<file path="src/rtcwk_pkg.sv">
package rtcwk_pkg;
	// ----------------------------------------------------------------
	// Register indices (byte address is four times the index)
	// ----------------------------------------------------------------
	localparam logic [7:0] IDX_OSC_TUNING = 8'h96;
	localparam logic [7:0] IDX_ALARM_SUBSECOND = 8'hF2;
	localparam logic [7:0] IDX_ALARM_SECOND = 8'hF3;
	localparam logic [7:0] IDX_ALARM_MINUTE = 8'hF4;
	localparam logic [7:0] IDX_ALARM_HOUR = 8'hF5;
	localparam logic [7:0] IDX_CLOCK_CONTROL = 8'hF9;
	localparam logic [7:0] IDX_TIME_SUBSECOND = 8'hFA;
	localparam logic [7:0] IDX_TIME_SECOND = 8'hFB;
	localparam logic [7:0] IDX_TIME_MINUTE = 8'hFC;
	localparam logic [7:0] IDX_TIME_HOUR_WEEKDAY = 8'hFD;
	localparam logic [7:0] IDX_DAY_COUNT_LOW = 8'hFE;
	localparam logic [7:0] IDX_DAY_COUNT_HIGH = 8'hFF;
	localparam int PLAIN_N = 9;
	localparam logic [7:0] PLAIN_IDX [PLAIN_N] = '{8'hF2, 8'hF3, 8'hF4, 8'hF5,
		8'hFA, 8'hFB, 8'hFC, 8'hFE, 8'hFF};

	// ----------------------------------------------------------------
	// Field positions
	// ----------------------------------------------------------------
	localparam int TRIM_TICK_EN_BIT = 7;
	localparam int TRIM_XLOAD_BIT = 6;
	localparam int CC_FLAG_BIT = 1;
	localparam int CC_WRITE_EN_BIT = 2;
	localparam int CC_RUN_BIT = 0;

	// ----------------------------------------------------------------
	// Values after reset and fixed patterns
	// ----------------------------------------------------------------
	localparam logic XLOAD_12P5PF = 1'b1;
	localparam logic [5:0] CAP_ADJUST_RECOVER = 6'h25;
	localparam logic [5:0] CAP_ADJUST_RESET = 6'h25;
	localparam logic [7:0] CC_RESET = 8'h00;
	localparam logic [7:0] PLAIN_RESET = 8'h00;
	localparam logic [4:0] HOUR_LAST = 5'h17;
	localparam logic [4:0] HOUR_FIRST = 5'h00;
	localparam logic [2:0] WEEKDAY_OFF = 3'h0;
	localparam logic [2:0] WEEKDAY_FIRST = 3'h1;
	localparam logic [2:0] WEEKDAY_LAST = 3'h7;
	localparam logic [2:0] WEEKDAY_RESET = 3'h0;

	// ----------------------------------------------------------------
	// Timing: 32.768 kHz divided by eight gives 4096 Hz
	// ----------------------------------------------------------------
	localparam int OSC_DIVIDE = 8;
	localparam logic [1:0] TICK_HALF_LAST = 2'(OSC_DIVIDE / 2 - 1);
endpackage

</file>
<file path="src/rtcwk_top.sv">
`timescale 1ns/1ps
module rtcwk_top import rtcwk_pkg::*; (
	input wire logic hclk, // Bus clock
	input wire logic hresetn, // Asynchronous reset, active low
	input wire logic hsel, // Slave select
	input wire logic [31:0] haddr, // Byte address
	input wire logic [1:0] htrans, // Transfer type
	input wire logic hwrite, // Write when high
	input wire logic [2:0] hsize, // Transfer size
	input wire logic hready, // Bus ready
	input wire logic [31:0] hwdata, // Write data
	output logic [31:0] hrdata, // Read data
	output logic hreadyout, // Slave ready
	output logic hresp, // Always OKAY
	input wire logic rtc_osc, // 32.768 kHz oscillator pin
	input wire logic hour_tick, // Hour advance pin, rising edge
	input wire logic alarm_match, // Alarm compare pin, rising edge
	input wire logic vcc_below_vbat, // Supply comparator pin
	input wire logic port1_normal, // Normal port 1 bit 7 value
	output logic port1_bit7, // Port 1 bit 7 output value
	output logic port1_bit7_oe, // Port 1 bit 7 output enable
	output logic [5:0] cap_adjust_bits, // Oscillator capacitance adjust
	output logic crystal_load_select, // Crystal load choice
	output logic alarm_pending, // Alarm flag level
	output logic retention_active // Retention mode level
);
	// ----------------------------------------------------------------
	// Pin synchronisers
	// ----------------------------------------------------------------
	logic [4:0] meta_ff;
	logic [4:0] sync_ff;
	logic [2:0] prev_ff;

	// Two flops per pin, then one more stage for edge detection on the three edge pins only
	always_ff @(posedge hclk or negedge hresetn) begin
		if (!hresetn) begin
			meta_ff <= 5'h00;
			sync_ff <= 5'h00;
			prev_ff <= 3'h0;
		end else begin
			meta_ff <= {port1_normal, vcc_below_vbat, alarm_match, hour_tick, rtc_osc};
			sync_ff <= meta_ff;
			prev_ff <= sync_ff[2:0];
		end
	end

	// Rising edges of the synced pins and the retention level
	logic osc_rise;
	logic hour_rise;
	logic alarm_rise;
	logic in_retention;
	assign osc_rise = sync_ff[0] & ~prev_ff[0];
	assign hour_rise = sync_ff[1] & ~prev_ff[1];
	assign alarm_rise = sync_ff[2] & ~prev_ff[2];
	assign in_retention = sync_ff[3];

	// ----------------------------------------------------------------
	// AHB-Lite address phase and decode
	// ----------------------------------------------------------------
	// Word index and select for a transfer taken this cycle
	logic [7:0] a_idx;
	logic a_valid;
	logic a_in_range;
	logic a_mapped;
	logic [PLAIN_N-1:0] a_plain_hit;
	assign a_idx = haddr[9:2];
	assign a_valid = hsel & htrans[1] & hready;
	assign a_in_range = (haddr[31:10] == 22'h000000) & (haddr[1:0] == 2'h0);
	assign a_mapped = a_in_range & ((a_idx == IDX_OSC_TUNING) | (a_idx == IDX_CLOCK_CONTROL)
		| (a_idx == IDX_TIME_HOUR_WEEKDAY) | (|a_plain_hit));

	// Write held over into its data phase
	logic wr_pend_ff;
	logic [7:0] wr_idx_ff;
	always_ff @(posedge hclk or negedge hresetn) begin
		if (!hresetn) begin
			wr_pend_ff <= 1'b0;
			wr_idx_ff <= 8'h00;
		end else begin
			wr_pend_ff <= a_valid & hwrite & a_mapped;
			wr_idx_ff <= a_idx;
		end
	end

	// Data phase write, dropped in retention
	logic wr_ok;
	logic [7:0] wd;
	assign wr_ok = wr_pend_ff & ~in_retention;
	assign wd = hwdata[7:0];

	// ----------------------------------------------------------------
	// Plain storage registers
	// ----------------------------------------------------------------
	// Storage-only registers, one per plain index
	logic [7:0] plain_ff [PLAIN_N];
	logic [7:0] plain_rd [PLAIN_N];
	genvar gi;
	generate
		for (gi = 0; gi < PLAIN_N; gi++) begin : g_plain
			assign a_plain_hit[gi] = a_in_range & (a_idx == PLAIN_IDX[gi]);
			assign plain_rd[gi] = a_plain_hit[gi] ? plain_ff[gi] : 8'h00;
			always_ff @(posedge hclk or negedge hresetn) begin
				if (!hresetn) begin
					plain_ff[gi] <= PLAIN_RESET;
				end else if (wr_ok && wr_idx_ff == PLAIN_IDX[gi]) begin
					plain_ff[gi] <= wd;
				end
			end
		end
	endgenerate

	// ----------------------------------------------------------------
	// Oscillator tuning register
	// ----------------------------------------------------------------
	// Trim write decode; legal only with a complemented half
	logic tick_en_ff;
	logic xload_ff;
	logic [5:0] cap_ff;
	logic trim_wr;
	logic trim_legal;
	assign trim_wr = wr_ok & (wr_idx_ff == IDX_OSC_TUNING);
	assign trim_legal = (wd[5:3] == ~wd[2:0]);

	// Legal writes store all bits; illegal ones recover and keep load select
	always_ff @(posedge hclk or negedge hresetn) begin
		if (!hresetn) begin
			tick_en_ff <= 1'b0;
			xload_ff <= XLOAD_12P5PF;
			cap_ff <= CAP_ADJUST_RESET;
		end else if (trim_wr && trim_legal) begin
			tick_en_ff <= wd[TRIM_TICK_EN_BIT];
			xload_ff <= wd[TRIM_XLOAD_BIT];
			cap_ff <= wd[5:0];
		end else if (trim_wr) begin
			tick_en_ff <= 1'b0;
			cap_ff <= CAP_ADJUST_RECOVER;
		end
	end

	// ----------------------------------------------------------------
	// Clock control and alarm flag
	// ----------------------------------------------------------------
	// Clock control write and alarm flag set
	logic [7:0] cc_ff;
	logic cc_wr;
	logic [7:0] nxt_cc;
	logic flag_set;
	logic cmp_any;
	assign cc_wr = wr_ok & (wr_idx_ff == IDX_CLOCK_CONTROL);
	assign nxt_cc = cc_wr ? wd : cc_ff;
	assign cmp_any = |nxt_cc[7:4];
	assign flag_set = alarm_rise & cmp_any;

	// Set wins over a software clear; no compare enable clears the flag
	always_ff @(posedge hclk or negedge hresetn) begin
		if (!hresetn) begin
			cc_ff <= CC_RESET;
		end else begin
			cc_ff <= {nxt_cc[7:2], (nxt_cc[CC_FLAG_BIT] & cmp_any) | flag_set, nxt_cc[0]};
		end
	end

	// ----------------------------------------------------------------
	// Hour and weekday
	// ----------------------------------------------------------------
	// Hour step and day rollover decode
	logic [4:0] hour_ff;
	logic [2:0] weekday_ff;
	logic hr_wr;
	logic day_roll;
	logic [4:0] nxt_hour;
	logic [2:0] nxt_weekday;
	assign hr_wr = wr_ok & (wr_idx_ff == IDX_TIME_HOUR_WEEKDAY) & cc_ff[CC_WRITE_EN_BIT];
	assign day_roll = hour_rise & cc_ff[CC_RUN_BIT] & (hour_ff == HOUR_LAST);
	assign nxt_hour = day_roll ? HOUR_FIRST : 5'(hour_ff + 5'h01);
	assign nxt_weekday = (weekday_ff == WEEKDAY_OFF) ? WEEKDAY_OFF :
		(weekday_ff == WEEKDAY_LAST) ? WEEKDAY_FIRST :
		3'(weekday_ff + 3'h1);

	// Weekday steps on the same tick as the hour rollover; software write takes priority
	always_ff @(posedge hclk or negedge hresetn) begin
		if (!hresetn) begin
			hour_ff <= HOUR_FIRST;
			weekday_ff <= WEEKDAY_RESET;
		end else if (hr_wr) begin
			hour_ff <= wd[4:0];
			weekday_ff <= wd[7:5];
		end else if (hour_rise && cc_ff[CC_RUN_BIT]) begin
			hour_ff <= nxt_hour;
			if (day_roll) begin
				weekday_ff <= nxt_weekday;
			end
		end
	end

	// ----------------------------------------------------------------
	// Read path with forwarding of a plain register write in its data phase
	// ----------------------------------------------------------------
	// Merge of the plain register read values
	logic [7:0] plain_or;
	always_comb begin
		plain_or = 8'h00;
		for (int i = 0; i < PLAIN_N; i++) begin
			plain_or = plain_or | plain_rd[i];
		end
	end

	// Register select and plain write forwarding
	logic [7:0] rd_val;
	logic fwd;
	assign rd_val = (a_idx == IDX_OSC_TUNING) ? {tick_en_ff, xload_ff, cap_ff} :
		(a_idx == IDX_CLOCK_CONTROL) ? cc_ff :
		(a_idx == IDX_TIME_HOUR_WEEKDAY) ? {weekday_ff, hour_ff} : plain_or;
	assign fwd = wr_pend_ff & (wr_idx_ff == a_idx) & (a_idx != IDX_OSC_TUNING)
		& (a_idx != IDX_CLOCK_CONTROL) & (a_idx != IDX_TIME_HOUR_WEEKDAY);

	// Read data captured at the address phase; zero if unmapped or retained
	always_ff @(posedge hclk or negedge hresetn) begin
		if (!hresetn) begin
			hrdata <= 32'h00000000;
			hreadyout <= 1'b1;
			hresp <= 1'b0;
		end else begin
			hreadyout <= 1'b1;
			hresp <= 1'b0;
			if (a_valid && !hwrite) begin
				hrdata <= (!a_mapped || in_retention) ? 32'h00000000 :
					{24'h000000, (fwd && !in_retention) ? wd : rd_val};
			end
		end
	end

	// ----------------------------------------------------------------
	// Test tick divider and port 1 bit 7
	// ----------------------------------------------------------------
	// Divide synced oscillator edges by eight
	logic [1:0] div_ff;
	logic tick_ff;
	always_ff @(posedge hclk or negedge hresetn) begin
		if (!hresetn) begin
			div_ff <= 2'h0;
			tick_ff <= 1'b0;
		end else if (!tick_en_ff) begin
			div_ff <= 2'h0;
			tick_ff <= 1'b0;
		end else if (osc_rise) begin
			div_ff <= (div_ff == TICK_HALF_LAST) ? 2'h0 : 2'(div_ff + 2'h1);
			if (div_ff == TICK_HALF_LAST) begin
				tick_ff <= ~tick_ff;
			end
		end
	end

	// Pin value and drive come from flops
	always_ff @(posedge hclk or negedge hresetn) begin
		if (!hresetn) begin
			port1_bit7 <= 1'b0;
			port1_bit7_oe <= 1'b0;
			cap_adjust_bits <= CAP_ADJUST_RESET;
			crystal_load_select <= XLOAD_12P5PF;
			alarm_pending <= 1'b0;
			retention_active <= 1'b0;
		end else begin
			port1_bit7 <= tick_en_ff ? tick_ff : sync_ff[4];
			port1_bit7_oe <= tick_en_ff;
			cap_adjust_bits <= cap_ff;
			crystal_load_select <= xload_ff;
			alarm_pending <= cc_ff[CC_FLAG_BIT];
			retention_active <= in_retention;
		end
	end
endmodule // rtcwk_top

</file>
<file path="config.mk">
export PLATFORM = sky130hd
export DESIGN_NAME = rtcwk_top
export DESIGN_NICKNAME = d
export VERILOG_FILES = /design/src/rtcwk_pkg.sv /design/src/rtcwk_top.sv
export SDC_FILE = /design/constraint.sdc
export NUM_CORES = 1
export LEC_CHECK = 0
export BUFFER_PORTS_ARGS = -buffer_cell sky130_fd_sc_hd__buf_2
export CAP_MARGIN = 20
export CELL_PAD_IN_SITES_DETAIL_PLACEMENT = 2
export CELL_PAD_IN_SITES_GLOBAL_PLACEMENT = 2
export CORE_MARGIN = 10
export CORE_UTILIZATION = 38
export CTS_BUF_LIST = sky130_fd_sc_hd__clkbuf_8
export CTS_CLUSTER_SIZE = 10
export DETAILED_ROUTE_END_ITERATION = 16
export GPL_ROUTABILITY_DRIVEN = 0
export GPL_TIMING_DRIVEN = 0
export PLACE_DENSITY_LB_ADDON = 0.05
export SLEW_MARGIN = 15
export SYNTH_ARGS = -nofsm -noshare
export SYNTH_HDL_FRONTEND = slang
export SYNTH_SLANG_ARGS = --single-unit
export TNS_END_PERCENT = 50
</file>
<file path="constraint.sdc">
create_clock -name hclk -period 2.7 [get_ports hclk]
set_clock_uncertainty 0.15 [all_clocks]
set_input_delay 0.135 -clock hclk [delete_from_list [all_inputs] [get_ports hclk]]
set_output_delay 0.135 -clock hclk [all_outputs]
set_load 0.01 [all_outputs]
</file>
==> flow_summary.ini <==
[run_status]
status = complete, no violations

[cts]
cts_sinks = 140
path_clk_slew_ps = 90
cts_max_level = 4
tritoncts = yes
clock_latency_ps = 460
cts_root_buf = clkbuf_8
clock_path_buffers = 2
cts_made_buffers = 17

[route]
firstDrtPassIters = 4
met3_length_mm = 1.152
drc = 0
num_vias = 5421
wl_per_cell_um = 24.01
vias_per_cell = 5.504
drt-met1-wl_mm = 10.46
drtIter0Drc = 370
wl_met2_mm = 11.58
wl_mm = 23.65
top_layer = met4
antenna_violating_nets_post_route = 0

[critical_path]
slowest_delay_ps = 590
regToRegStartpoint = wr_idx_ff[5]
critPathRequiredTime_ps = 2900
crit_type = reg2reg
cp-start-kind = flip-flop
cp-end-kind = flip-flop
crit_fanout = 8
crit_slowest_cell = nor2_2
worstSetupStartpoint = wr_idx_ff[5]
crit_arrival_ps = 2810
crit_chain = nand4_1, or3b_1, nor2_2, mux2_2

[timing]
fin_hold_ws_ps = 60.05
maxSlewViolCount = 0
relSlewSlack = 0.4265
hold_violations = 0
fmax_mhz = 383.2
timing.final.ws_setup_ps = 90.66
tightest_slew_ps = 853.8
finalCritPeriodShare = 0.9664
fin_crit_ps = 2609
rsz0062_at_grt = yes
setup-tns-final_ps = 0
setup_viol = 0

[power]
p_leak_nw = 3.806
combPwrFrac = 0.096
p_int_mw = 3.057
vdd_drop_max_uv = 293.6
p_sw_mw = 1.231
total_power_mw = 4.289
swShare = 0.2871
pwr-share-clk = 0.398
powerDensity_nw_per_um2 = 518.8
p_seq_frac = 0.507

[grt]
first_global_vias = 6160
grt_usage = 0.1993
antenna_found_initial = 1
globalRouteOverflowTotal = 0
grt_max_degree = 75
grt_pass1_wl_mm = 36.92

[yosys]
synth_top_cell_by_area = dfrtp_1
ys_seq_elements = 140
synth.top_cell.area_share = 0.4823
syn_inst = 607
synthDistinctLibCells = 65
ys_async_sr_fraction = 1.000
yosysWarnings = 0
synth_area_um2 = 6849
synth_ff_type = dfrtp_1
synth.most_common_cell = dfrtp_1
synth_edf_count = 0
yosysSeqAreaShare = 0.5130
avgSynthCellArea_um2 = 11.28
yosys-top-cells-area = dfrtp_1 (48%), mux2_2 (11%), dfstp_2 (3.1%)
yosys-top-cells-count = dfrtp_1 (132), mux2_2 (68), nand2_1 (39)

[cells_and_area]
drive_gt1_frac = 0.3161
n_antenna_cell = 0
synthToLayoutAreaGrowth_pct = 20.70
instances_no_fill = 985
num-nets-final = 827
final_core_util = 0.4634
fin_area_um2 = 8267

[floorplan]
start_util = 0.3839
rows = 49
die_w_um = 154.3
core_area_um2 = 17840
ioPinCount = 124
design.die.area_um2 = 23790
die_h_um = 154.3

[placement]
dpl_worst_slack_ps = -90.42
dp_cells = 930
dpl.hpwl_mm = 17.62
port_buffers = 69
placed_area_um2 = 7635

[run]
cap_violations = 0

[worst_hold_path]
hold_path.class = in2async
-- kinds of logic after synthesis --
family | synth area share
compound gates | 0.1072
xor+xnor | 0.01918
fa+ha+maj | 0.009134
buf+inv | 0.05718
flops | 0.5130
mux | 0.1366
other cells | 0.001096
simple gates | 0.1566
-- registers in the layout (all words and copies together) (netlist names), 2 cells and up --
signal           flops
cap_adjust_bits      6
cap_ff               6
cc_ff                8
div_ff               2
hour_ff              5
hrdata               8
meta_ff              5
plain_ff            72
prev_ff              3
sync_ff              5
weekday_ff           3
wr_idx_ff            8
-- metal layers --
| metal | vias to the layer above | global-route usage |
|---|---|---|
| met5 | - | 0 |
| met4 | 0 | 0.05848 |
| met3 | 31 | 0.04326 |
| met2 | 146 | 0.3352 |
| met1 | 2804 | 0.2512 |
| li1 | 2440 | - |
-- path summary, 6_finish.rpt --
kind | slack, ps | cells after the start | to
min reg2reg | 210 | 0 | sync_ff[1]
max reg2reg | 90 | 4 | plain_ff[37]
min in group hclk | 70 | 7 | hrdata[7]
min | 60 | 2 | hrdata[4]
max in group asynchronous | 1580 | 3 | plain_ff[53]
max | 90 | 4 | plain_ff[37]
-- worst max-delay path: cells and delay by family, from the launching register on --
| kind | cells | cell delay [ps] |
|---|---|---|
| mux | 1 | 420 |
| flops | 1 | 440 |
| simple gates | 3 | 1490 |
-- cells in the final DEF, fill, tap and decap left out, types with 6 or more instances in the layout --
master and count:
dfrtp_1 132, buf_2 81, mux2_2 68, nand2_1 39, buf_4 28, a21oi_1 26
conb_1 26, nor2_1 25, o21ai_0 22, dlygate4sd3_1 22, clkbuf_1 18, mux2i_1 17
clkbuf_8 17, inv_1 14, xnor2_1 13, nand3_1 13, a211oi_1 12, a22oi_1 10
nand3b_1 9, nand4_1 8, nor4_1 8, dfstp_2 8, nand2b_1 7, nor3b_1 7
and3_1 7, nor3_1 6, o211ai_1 6, o21ai_1 6, and4_1 6
-- power groups by stage --
stage / Combinational [mW] / Clock [mW] / Sequential (mW)
finish: 0.410 / 1.71 / 2.17
global route: 0.449 / 1.84 / 2.18
CTS: 0.406 / 1.75 / 2.17
detailed placement: 0.381 / 0 / 2.21
global placement: 0.361 / 0 / 2.21
floorplan: 0.189 / 0 / 2.21
-- area by class of cell --
cell class	instances	area, um2
Multi-Input combinational cell	418	3079
Fill cell	1876	9574
Buffer	59	339.1
Sequential cell	140	3513
Tap cell	229	286.5
Clock buffer	17	234.0
Timing Repair Buffer	93	610.6
Clock inverter	15	151.4
Inverter	14	52.55
-- timing repair --
action                                 in CTS  in global routing
buffers inserted                            0                  1
endpoints found under the hold margin     162                  0
setup endpoints to repair                   0                 23
gates resized for setup                     0                  4
hold buffers                               22                  0
(Power assumes the default switching activity.)
